`config.mk`:
```
export PLATFORM = sky130hd
export DESIGN_NAME = output_stop_pin_select
export DESIGN_NICKNAME = d
export VERILOG_FILES = /design/src/logic/stop_sel_pkg.sv /design/src/logic/sel_regs_if.sv /design/src/logic/output_stop_pin_select.sv /design/src/logic/sel_reg_bank.sv
export SDC_FILE = /design/constraint.sdc
export NUM_CORES = 1
export LEC_CHECK = 0
export BUFFER_PORTS_ARGS = -buffer_cell sky130_fd_sc_hd__buf_2
export CORE_MARGIN = 3
export CORE_UTILIZATION = 25
export DETAILED_ROUTE_END_ITERATION = 12
export HOLD_SLACK_MARGIN = 0.05
export PLACE_DENSITY = 0.54
export RECOVER_POWER = 50
export SETUP_SLACK_MARGIN = 0.2
export SYNTH_ARGS = -nofsm -noshare
export SYNTH_HDL_FRONTEND = slang
export SYNTH_SLANG_ARGS = --single-unit
```
`constraint.sdc`:
```
create_clock -name clk -period 2.64 [get_ports clk]
set_input_delay 0.132 -clock clk [delete_from_list [all_inputs] [get_ports clk]]
set_output_delay 0.132 -clock clk [all_outputs]
set_load 0.005 [all_outputs]
```
`src/logic/stop_sel_pkg.sv`:
```
// constants for the output-stop pin selection block
package stop_sel_pkg;
  localparam int unsigned addr_w = 5;
  localparam int unsigned data_w = 32;
  localparam int unsigned reg_w = 8;
  localparam int unsigned code_w = 4;
  localparam int unsigned pin_n = 26;
  localparam int unsigned field_n = 6;
  localparam int unsigned sel_n = 5;
  // byte offsets
  localparam logic [4:0] off_pwm2_sel = 5'h00;
  localparam logic [4:0] off_pwm3_sel = 5'h04;
  localparam logic [4:0] off_pwm7_sel = 5'h08;
  localparam logic [4:0] off_pwm8_sel = 5'h0c;
  localparam logic [4:0] off_pwm9_sel = 5'h10;
  localparam logic [4:0] off_code_ok = 5'h14;
  localparam logic [4:0] off_bad_code = 5'h18;
  localparam logic [4:0] off_pin_stop = 5'h1c;
  // field positions inside a select register
  localparam int unsigned a_lsb = 0;
  localparam int unsigned b_lsb = 4;
  // reset values
  localparam logic [7:0] sel_reset = 8'h00;
  localparam logic [5:0] bad_reset = 6'h00;
  localparam logic [25:0] pin_reset = 26'h0000000;
  // timer output order: 2a 2b 3a 3b 7a 7b
  localparam int unsigned f_pwm2_a = 0;
  localparam int unsigned f_pwm2_b = 1;
  localparam int unsigned f_pwm3_a = 2;
  localparam int unsigned f_pwm3_b = 3;
  localparam int unsigned f_pwm7_a = 4;
  localparam int unsigned f_pwm7_b = 5;
  // codes
  localparam logic [3:0] code_off = 4'h0;
  localparam logic [3:0] code_1 = 4'h1;
  localparam logic [3:0] code_2 = 4'h2;
  localparam logic [3:0] code_3 = 4'h3;
  localparam logic [3:0] code_4 = 4'h4;
  localparam logic [3:0] code_5 = 4'h5;
  localparam logic [3:0] code_6 = 4'h6;
  // bit positions of pin_stop
  localparam int unsigned port7_pin3 = 0;
  localparam int unsigned portd_pin3 = 1;
  localparam int unsigned port1_pin4 = 2;
  localparam int unsigned portb_pin6 = 3;
  localparam int unsigned portk_pin0 = 4;
  localparam int unsigned port7_pin6 = 5;
  localparam int unsigned portd_pin2 = 6;
  localparam int unsigned port1_pin7 = 7;
  localparam int unsigned portb_pin5 = 8;
  localparam int unsigned portk_pin1 = 9;
  localparam int unsigned port3_pin2 = 10;
  localparam int unsigned portd_pin1 = 11;
  localparam int unsigned porte_pin5 = 12;
  localparam int unsigned portd_pin7 = 13;
  localparam int unsigned port1_pin0 = 14;
  localparam int unsigned port3_pin3 = 15;
  localparam int unsigned portd_pin0 = 16;
  localparam int unsigned port1_pin1 = 17;
  localparam int unsigned portd_pin6 = 18;
  localparam int unsigned port9_pin5 = 19;
  localparam int unsigned port1_pin2 = 20;
  localparam int unsigned portb_pin2 = 21;
  localparam int unsigned portd_pin5 = 22;
  localparam int unsigned port9_pin2 = 23;
  localparam int unsigned port1_pin5 = 24;
  localparam int unsigned portb_pin1 = 25;
endpackage

```
`src/logic/sel_regs_if.sv`:
```
// write path and contents of the select register bank
`timescale 1ns/1ns
interface sel_regs_if;
  logic wr_en;
  logic [2:0] wr_idx;
  logic [7:0] wr_byte;
  logic [7:0] sel [0:4];
  modport bank (input wr_en, input wr_idx, input wr_byte, output sel);
  modport user (output wr_en, output wr_idx, output wr_byte, input sel);
endinterface

```
`src/logic/output_stop_pin_select.sv`:
```
// output-stop pin selection: select registers, code decode, per-pin stop drive
`timescale 1ns/1ns
// What this block does
// select register holds A code in bits 3..0, B code in bits 7..4.
// code zero means no pin is stopped for that timer output.
// software writes only defined codes; others are undefined.
// channel 2 A: 1 port7_pin3, 2 portd_pin3, 4 portb_pin6; 3 not in later.
// earlier only, channel 2 A: 3 port1_pin4, 5 portk_pin0.
// channel 2 B: 1 port7_pin6, 2 portd_pin2, 4 portb_pin5; 3 not in later.
// earlier only, channel 2 B: 3 port1_pin7, 5 portk_pin1.
// channel 3 A: 1 port3_pin2, 2 portd_pin1, 3 porte_pin5, 4 portd_pin7.
// later only, channel 3 A: 5 portb_pin6, 6 port1_pin0.
// channel 3 B: 1 port3_pin3, 2 portd_pin0, 3 port1_pin1, 4 portd_pin6.
// later only, channel 3 B: 5 portb_pin5.
// earlier, channel 7 A: 1 port9_pin5, 2 port1_pin2 only.
// later, channel 7 A: 1 port9_pin5, 2 portb_pin2, 3 port3_pin2, 4 portd_pin5.
// earlier, channel 7 B: 1 port9_pin2, 2 port1_pin5 only.
// later, channel 7 B: 1 port9_pin2, 2 portb_pin1, 3 port3_pin3, 4 portd_pin3.
// channel 8 and 9 select registers exist only in the earlier variant.
// software muxes the timer output onto the chosen pin; not checked here.
module output_stop_pin_select #(
  parameter bit later_variant = 1'b1
) (
  input wire logic clk, // 50 MHz clock
  input wire logic rst, // sync reset, high
  input wire logic ce, // clock enable
  input wire logic [4:0] addr, // register byte address
  input wire logic [31:0] wr_data, // write data
  input wire logic wr_stb, // write strobe
  input wire logic rd_stb, // read strobe
  output logic [31:0] rd_data, // read data, cycle after rd_stb
  input wire logic [5:0] stop_req, // stop request per timer output
  output logic [25:0] pin_stop // stop drive per port pin
);
  logic [31:0] rd_data_q;
  logic [31:0] rd_data_d;
  logic [25:0] pin_stop_q;
  logic [25:0] pin_stop_d;
  logic [5:0] bad_q;
  logic [5:0] bad_d;
  logic [5:0] bad_set;
  logic [5:0] code_ok;
  logic [3:0] codes [0:5];
  logic [25:0] field_pins [0:5];

  sel_regs_if regs ();

  sel_reg_bank #(
    .later_variant(later_variant)
  ) u_bank (
    .clk(clk),
    .rst(rst),
    .ce(ce),
    .regs(regs.bank)
  );

  function automatic logic [25:0] one_pin(input int unsigned idx);
    logic [25:0] one;
    one = 26'h0000001;
    return one << idx;
  endfunction

  // pin selected by one code; zero for code 0 and forbidden codes
  function automatic logic [25:0] pin_of(input int unsigned f, input logic [3:0] code, input bit later);
    logic [25:0] p;
    p = '0;
    if (code != stop_sel_pkg::code_off) begin
      case (f)
        stop_sel_pkg::f_pwm2_a: begin
          case (code)
            stop_sel_pkg::code_1: p = one_pin(stop_sel_pkg::port7_pin3);
            stop_sel_pkg::code_2: p = one_pin(stop_sel_pkg::portd_pin3);
            stop_sel_pkg::code_4: p = one_pin(stop_sel_pkg::portb_pin6);
            stop_sel_pkg::code_3: p = later ? '0 : one_pin(stop_sel_pkg::port1_pin4);
            stop_sel_pkg::code_5: p = later ? '0 : one_pin(stop_sel_pkg::portk_pin0);
            default: p = '0;
          endcase
        end
        stop_sel_pkg::f_pwm2_b: begin
          case (code)
            stop_sel_pkg::code_1: p = one_pin(stop_sel_pkg::port7_pin6);
            stop_sel_pkg::code_2: p = one_pin(stop_sel_pkg::portd_pin2);
            stop_sel_pkg::code_4: p = one_pin(stop_sel_pkg::portb_pin5);
            stop_sel_pkg::code_3: p = later ? '0 : one_pin(stop_sel_pkg::port1_pin7);
            stop_sel_pkg::code_5: p = later ? '0 : one_pin(stop_sel_pkg::portk_pin1);
            default: p = '0;
          endcase
        end
        stop_sel_pkg::f_pwm3_a: begin
          case (code)
            stop_sel_pkg::code_1: p = one_pin(stop_sel_pkg::port3_pin2);
            stop_sel_pkg::code_2: p = one_pin(stop_sel_pkg::portd_pin1);
            stop_sel_pkg::code_3: p = one_pin(stop_sel_pkg::porte_pin5);
            stop_sel_pkg::code_4: p = one_pin(stop_sel_pkg::portd_pin7);
            stop_sel_pkg::code_5: p = later ? one_pin(stop_sel_pkg::portb_pin6) : '0;
            stop_sel_pkg::code_6: p = later ? one_pin(stop_sel_pkg::port1_pin0) : '0;
            default: p = '0;
          endcase
        end
        stop_sel_pkg::f_pwm3_b: begin
          case (code)
            stop_sel_pkg::code_1: p = one_pin(stop_sel_pkg::port3_pin3);
            stop_sel_pkg::code_2: p = one_pin(stop_sel_pkg::portd_pin0);
            stop_sel_pkg::code_3: p = one_pin(stop_sel_pkg::port1_pin1);
            stop_sel_pkg::code_4: p = one_pin(stop_sel_pkg::portd_pin6);
            stop_sel_pkg::code_5: p = later ? one_pin(stop_sel_pkg::portb_pin5) : '0;
            default: p = '0;
          endcase
        end
        stop_sel_pkg::f_pwm7_a: begin
          if (later) begin
            case (code)
              stop_sel_pkg::code_1: p = one_pin(stop_sel_pkg::port9_pin5);
              stop_sel_pkg::code_2: p = one_pin(stop_sel_pkg::portb_pin2);
              stop_sel_pkg::code_3: p = one_pin(stop_sel_pkg::port3_pin2);
              stop_sel_pkg::code_4: p = one_pin(stop_sel_pkg::portd_pin5);
              default: p = '0;
            endcase
          end else begin
            case (code)
              stop_sel_pkg::code_1: p = one_pin(stop_sel_pkg::port9_pin5);
              stop_sel_pkg::code_2: p = one_pin(stop_sel_pkg::port1_pin2);
              default: p = '0;
            endcase
          end
        end
        stop_sel_pkg::f_pwm7_b: begin
          if (later) begin
            case (code)
              stop_sel_pkg::code_1: p = one_pin(stop_sel_pkg::port9_pin2);
              stop_sel_pkg::code_2: p = one_pin(stop_sel_pkg::portb_pin1);
              stop_sel_pkg::code_3: p = one_pin(stop_sel_pkg::port3_pin3);
              stop_sel_pkg::code_4: p = one_pin(stop_sel_pkg::portd_pin3);
              default: p = '0;
            endcase
          end else begin
            case (code)
              stop_sel_pkg::code_1: p = one_pin(stop_sel_pkg::port9_pin2);
              stop_sel_pkg::code_2: p = one_pin(stop_sel_pkg::port1_pin5);
              default: p = '0;
            endcase
          end
        end
        default: p = '0;
      endcase
    end
    return p;
  endfunction

  // a code is acceptable when it is zero or names a pin
  function automatic logic code_legal(input int unsigned f, input logic [3:0] code, input bit later);
    return (code == stop_sel_pkg::code_off) || (|pin_of(f, code, later));
  endfunction

  // field split of the three decoded registers
  always_comb begin
    for (int r = 0; r < 3; r++) begin
      codes[2 * r] = regs.sel[r][stop_sel_pkg::a_lsb +: stop_sel_pkg::code_w];
      codes[2 * r + 1] = regs.sel[r][stop_sel_pkg::b_lsb +: stop_sel_pkg::code_w];
    end
  end

  always_comb begin
    for (int f = 0; f < 6; f++) begin
      field_pins[f] = pin_of(f, codes[f], later_variant);
      code_ok[f] = code_legal(f, codes[f], later_variant);
    end
  end

  // register write path into the bank
  always_comb begin
    regs.wr_en = wr_stb && (addr[1:0] == 2'h0) && (addr <= stop_sel_pkg::off_pwm9_sel);
    regs.wr_idx = addr[4:2];
    regs.wr_byte = wr_data[7:0];
  end

  // forbidden code written: flagged, the value is still stored
  always_comb begin
    bad_set = '0;
    if (wr_stb && addr[1:0] == 2'h0 && addr < stop_sel_pkg::off_pwm8_sel) begin
      bad_set[2 * addr[3:2]] = !code_legal(2 * addr[3:2], wr_data[3:0], later_variant);
      bad_set[2 * addr[3:2] + 1] = !code_legal(2 * addr[3:2] + 1, wr_data[7:4], later_variant);
    end
  end

  // write one to clear; a new flag in the same cycle wins
  always_comb begin
    bad_d = bad_q;
    if (wr_stb && addr == stop_sel_pkg::off_bad_code) begin
      bad_d = bad_q & ~wr_data[5:0];
    end
    bad_d = bad_d | bad_set;
  end

  always_ff @(posedge clk) begin
    if (rst) begin
      bad_q <= stop_sel_pkg::bad_reset;
    end else if (ce) begin
      bad_q <= bad_d;
    end
  end

  // stop drive goes only to the pin the code names
  always_comb begin
    pin_stop_d = '0;
    for (int f = 0; f < 6; f++) begin
      if (stop_req[f]) begin
        pin_stop_d = pin_stop_d | field_pins[f];
      end
    end
  end

  always_ff @(posedge clk) begin
    if (rst) begin
      pin_stop_q <= stop_sel_pkg::pin_reset;
    end else if (ce) begin
      pin_stop_q <= pin_stop_d;
    end
  end

  // read mux; data stand only in the cycle after the strobe
  always_comb begin
    rd_data_d = '0;
    if (rd_stb) begin
      case (addr)
        stop_sel_pkg::off_pwm2_sel: rd_data_d = {24'h000000, regs.sel[0]};
        stop_sel_pkg::off_pwm3_sel: rd_data_d = {24'h000000, regs.sel[1]};
        stop_sel_pkg::off_pwm7_sel: rd_data_d = {24'h000000, regs.sel[2]};
        stop_sel_pkg::off_pwm8_sel: rd_data_d = later_variant ? '0 : {24'h000000, regs.sel[3]};
        stop_sel_pkg::off_pwm9_sel: rd_data_d = later_variant ? '0 : {24'h000000, regs.sel[4]};
        stop_sel_pkg::off_code_ok: rd_data_d = {26'h0000000, code_ok};
        stop_sel_pkg::off_bad_code: rd_data_d = {26'h0000000, bad_q};
        stop_sel_pkg::off_pin_stop: rd_data_d = {6'h00, pin_stop_q};
        default: rd_data_d = '0;
      endcase
    end
  end

  always_ff @(posedge clk) begin
    if (rst) begin
      rd_data_q <= '0;
    end else if (ce) begin
      rd_data_q <= rd_data_d;
    end
  end

  assign rd_data = rd_data_q;
  assign pin_stop = pin_stop_q;
endmodule

```
`src/logic/sel_reg_bank.sv`:
```
// storage for the five pin select registers
`timescale 1ns/1ns
module sel_reg_bank #(
  parameter bit later_variant = 1'b1
) (
  input wire logic clk, // clock
  input wire logic rst, // sync reset
  input wire logic ce, // clock enable
  sel_regs_if.bank regs // write port and contents
);
  logic [7:0] sel_q [0:4];

  always_ff @(posedge clk) begin
    if (rst) begin
      for (int i = 0; i < 5; i++) begin
        sel_q[i] <= stop_sel_pkg::sel_reset;
      end
    end else if (ce && regs.wr_en) begin
      // channels 8 and 9 exist only in the earlier variant
      if (regs.wr_idx < 3'h3 || (!later_variant && regs.wr_idx < 3'h5)) begin
        sel_q[regs.wr_idx] <= regs.wr_byte;
      end
    end
  end

  always_comb begin
    for (int i = 0; i < 5; i++) begin
      regs.sel[i] = sel_q[i];
    end
  end
endmodule

```
Yosys cells after proc, flatten, opt, wreduce, memory -nomap -nowiden:

Memories as Yosys holds them, arrays and structs flattened.
Index checks and enable logic that the tools add are counted.
Widths: inputs -> output; s select.

* input port bits: 48
* latch bits: 0
* memories kept: 1
* register bits after elaboration: 64
* memory bits (read-only): 0
* RAM bits: 40
* logic and storage cells: 167

* reductions and logical operators: 46
* shift operators: 0
* div/mod/pow operators: 0
* $mul: 0
* muxes and demuxes: 51
* order comparisons: 7
* equal/unequal tests: 49
* bitwise gates (word level): 9
* $add $sub $neg: 1

Memories
* u_bank.sel_q: depth 5, bits a word 8, read ports 3, clocked after memory_dff 0, wr ports 5, line sel_reg_bank.sv:11 `logic [7:0] sel_q [0:4];`

Operators by type and width (count)
* $mux 26: 13
* $pmux 26 s6: 2
* $pmux 23 s4: 3
* $pmux 15 s6: 3
* $pmux 26 s4: 2
* $reduce_or 26->1: 8
* $pmux 19 s5: 2
* $or 26x26->26: 5
* $pmux 26 s3: 1
* $eq 4x3->1 const B: 17
* $eq 4x2->1 const B: 16
* $pmux 9 s3: 2
* $eq 4x1->1 const B: 9
* $logic_not 4->1: 9
* $pmux 4 s3: 3
* $logic_not 32->1: 1
* $mux 32: 1
* $reduce_bool 4->1: 8
* $mux 19: 1
* $eq 5x5->1 const B: 3
* $mux 15: 1
* $mux 6: 2
* $mux 1: 9
* $mux 9: 1
* 27 further kinds: 41

Longest topological paths before layout:

An unclocked memory read counts as a cell.

* word-level depth: 15
* gate-level depth with buffers: 6
* gate-level depth less buffers: 4

Hierarchy:

From an unflattened synthesis, not the netlist that was laid out.

* cell total of the unflattened synthesis: 405
* area total of the unflattened synthesis: 4152.7 sq um

Modules (own cells, without submodules)
* output_stop_pin_select: area each 2638.8 sq um, times used 1, seq. area each 980.9 sq um, cells an instance 318
* sel_reg_bank: area each 1514.0 sq um, times used 1, seq. area each 1201.2 sq um, cells an instance 87

Worst setup path before layout:

Ideal clock, no wire load.

* path kind: input -> register
* start point: input port addr[3]
* end point: memory u_bank.sel_q[1][0], enable pin
* buffers on the path: 1
* arrival: 1.336 ns
* path slack: 0.975 ns
* data required time: 2.311 ns
* cell stages on the path: 4
* setup time: 0.329 ns
* cells stage by stage: buf_2 -> or4_4 -> or3_4 -> nand2_1

RTL lines
* start: declaration: line output_stop_pin_select.sv:27 `input wire logic [4:0] addr,`
* end: declaration: line sel_reg_bank.sv:11

==> summary.md <==
| Metric | Value |
|---|---|
| Status | finished, final reports clean |
| NetSw | ~640 uW |
| Final GP Congestion | a little under 0.9 |
| Die W | 124.4 um |
| 1st-iter DRT viols | 232 |
| Vias in the first global route | around 2,800 |
| Non-filler cells, final | roughly 610 |
| GRT Residual Overflow | 0 |
| Internal Pwr Total | 2.078 mW |
| Crit-path slowest cell | nor3_1 |
| Placed Instances | 591 |
| Yosys top cell area share | 0.2799 |
| CTS tree | built |
| Worst setup SP type | primary input |
| H-tree levels | 3 |
| Cell taking the most area after synthesis | dfxtp_1 |
| Synth cell types | 59 |
| Setup Buffers After CTS | 0 |
| Clk buf depth | 2 |
| Vias per Instance | 4.903 |
| CP Class | primary input to register |
| Tmin final | 1.914 ns |
| CTS resizes | 0 |
| Synth warn | 0 |
| Layout cell share with drive strength beyond 1 | 0.1671 |
| Period utilization | 0.7249 |
| Fin. Hold Viols | 0 |
| WP data arrival | 1.89 ns |
| Top-count cell post-synth | dfxtp_1 |
| FFs w/ async S/R, synth | 0 |
| Die Height | 124.4 um |
| Routed length per placed instance | about 17 um |
| Critical path cell sequence | buf_2 > nor3_1 > nand2_1 > o21ai_0 > clkbuf_1 |
| DRT Wirelength | approximately 10,000 um |
| Number of antenna violations at the first check in global routing | 0 |
| Peak supply drop | between 0.0002 and 0.0003 V |
| Register area share after synthesis | 0.4855 |
| Clk_lat worst skew | approximately 0.33 ns |
| CTS root buf | clkbuf_16 |
| Critical Path End Type | register |
| Clock skew | between 0.006 and 0.007 ns |
| Total chip power | 2.716 mW |
| Final net count | about 470 |
| Number of core rows | between 40 and 50 |
| Clock sinks | between 70 and 80 |
| Clock power frac | 0.486 |
| TritonCTS Buffers | 9 |
| PortBufs | 66 |
| Final setup vio count | 0 |
| Floorplan core area | 13,450 sq um |
| Die ar. | about 15,000 sq um |
| Hold Crit Class | primary input to register |
| First-pass GRT wire length | between 15,000 and 20,000 um |
| Static leakage | between 1.5 and 2 nW |
| Sw Share | 0.2349 |
| CP peak stage delay | 0.81 ns |
| Reg clk slew, reported paths | roughly 0.06 ns |
| Max-Cap Viols | 0 |
| Combinational Power Share | 0.065 |
| Seq pwr share | 0.449 |
| Worst Path Max Fanout | 11 |
| Post-route setup TNS | 0 ns |
| Post-synthesis cell area | about 3500 sq um |
| Yosys reg bits | 73 |
| Top_reg_cell synth | dfxtp_1 |
| DRC errors left | 0 |
| Ant. Diodes | 0 |
| Area after DPL | approximately 4000 sq um |
| Post-route cell area | around 4200 sq um |
| FMAX | 522.5 MHz |
| Syn_area_per_cell | 9.735 sq um |
| Slew Viols, Final | 0 |
| Tot GR Track Use | 0.1280 |
| Count of flip-flops with a built-in enable after synthesis | 24 |
| Mapped Cells | between 300 and 400 |
| Area growth from synthesis to layout | 21.03% |
| Starting Density | 0.2605 |
| Pin count of the biggest net entering global routing | 43 |
| Hold Buf Count CTS | 0 |
| Area contributors post-synth | dfxtp_1 28%, edfxtp_1 21%, nor2_1 4.8% |
| Worst Tran Pin Value | 0.9627 ns |
| Max-slew headroom | 0.3533 |
| RSZ-0062 raised after global routing | false |
| Antenna viol nets, final | 0 |
| DP HPWL | just under 8000 um |
| Top cells by count, synth | 49 x dfxtp_1, 45 x nor2_1, 24 x and2_1, 24 x edfxtp_1, 21 x a22oi_1 |
| TritonRoute pass-1 iters | 4 |
| Via count | just under 3,000 |
| Req. time, crit path | 2.61 ns |
| Pwr dens | around 640 nW/um^2 |
| Io pins | 106 |
[final cells by class]
| cell class | instances | area [sq um] |
|---|---|---|
| clock buffers | 9 | 225.2 |
| clock inverters | 7 | 98.84 |
| fillers | 1456 | 9211 |
| inverters | 17 | 63.81 |
| multi-input cells | 253 | 1593 |
| flip-flops and latches | 73 | 1702 |
| well taps | 176 | 220.2 |
| repair buffers | 72 | 339.1 |
[placed cells by master, fill, tap and decap left out, drive strengths merged, types with 3 or more instances in the layout]
cell type,instances
a32oi,9
conb,15
edfxtp,24
a22oi,21
a311oi,3
nand3b,4
nand2,19
o21ai,8
clkbuf,34
a32o,5
mux2i,9
nor3,9
nor3b,4
a31oi,4
nor4b,4
clkinv,3
a21oi,15
dfxtp,49
and2,24
nand3,4
o32ai,3
buf,47
nor2,46
a221oi,4
inv,19
nor2b,7
[power by group through the flow]
| stage | Clock, mW | Combinational [mW] | Sequential, mW |
|---|---|---|---|
| 5_1_grt | 1.40 | 0.194 | 1.22 |
| 2_1_floorplan | 0 | 0.126 | 1.23 |
| 3_3_place_gp | 0 | 0.177 | 1.24 |
| 3_5_place_dp | 0 | 0.179 | 1.24 |
| 6_report | 1.32 | 0.177 | 1.22 |
| 4_1_cts | 1.34 | 0.180 | 1.22 |
[routing by layer]
| metal | routed length, um | vias to the layer above | global-route usage |
|---|---|---|---|
| met1 | 4779 | 1421 | 0.1718 |
| met4 | 80 | 0 | 0.03353 |
| met5 | 0 | - | 0 |
| met3 | 638 | 9 | 0.03473 |
| li1 | - | 1442 | - |
| met2 | 4800 | 104 | 0.2039 |
[registers in the layout, summed over array words and instances, names as in the netlist]
name and count:
pin_stop 20, rd_data 23, bad_q 6, u_bank.sel_q 24
[kinds of logic after synthesis]
logic type / synth area share
AOI/OAI and AO/OA: 0.1917
adders and majority gates: 0.005712
buffers and inverters: 0.07176
DFF: 0.4855
muxes: 0.02571
other: 0.001070
and+or+nand+nor: 0.2185
[through the flow]
step | utilization | setup WS (ns) | hold WS (ns)
final | 0.3153 | 0.7263 | 0.06942
after global routing | 0.3153 | 0.5605 | 0.07052
after floorplan | - | 0.9750 | 0.3302
after detailed placement | 0.2947 | 0.6359 | 0.4154
after global placement | 0.2947 | 0.6794 | 0.4135
after CTS | 0.3188 | 0.9883 | 0.06593
[critical path: cells and delay by family]
family                 cells  cell delay [ns]
AO/OA/AOI/OAI              1             0.19
AND/OR/NAND/NOR            2             0.95
buffers and inverters      2             0.61
[final timing paths]
path              slack, ns  cells after the start                  to          startpoint
setup / recovery       0.73                      5  u_bank.sel_q[0][4]             addr[4]
hold / removal         0.07                      2            bad_q[3]                 rst
setup reg to reg       1.19                      4          rd_data[0]  u_bank.sel_q[0][2]
hold reg to reg        0.48                      2          rd_data[4]          rd_data[4]
(Power assumes the default switching activity.)
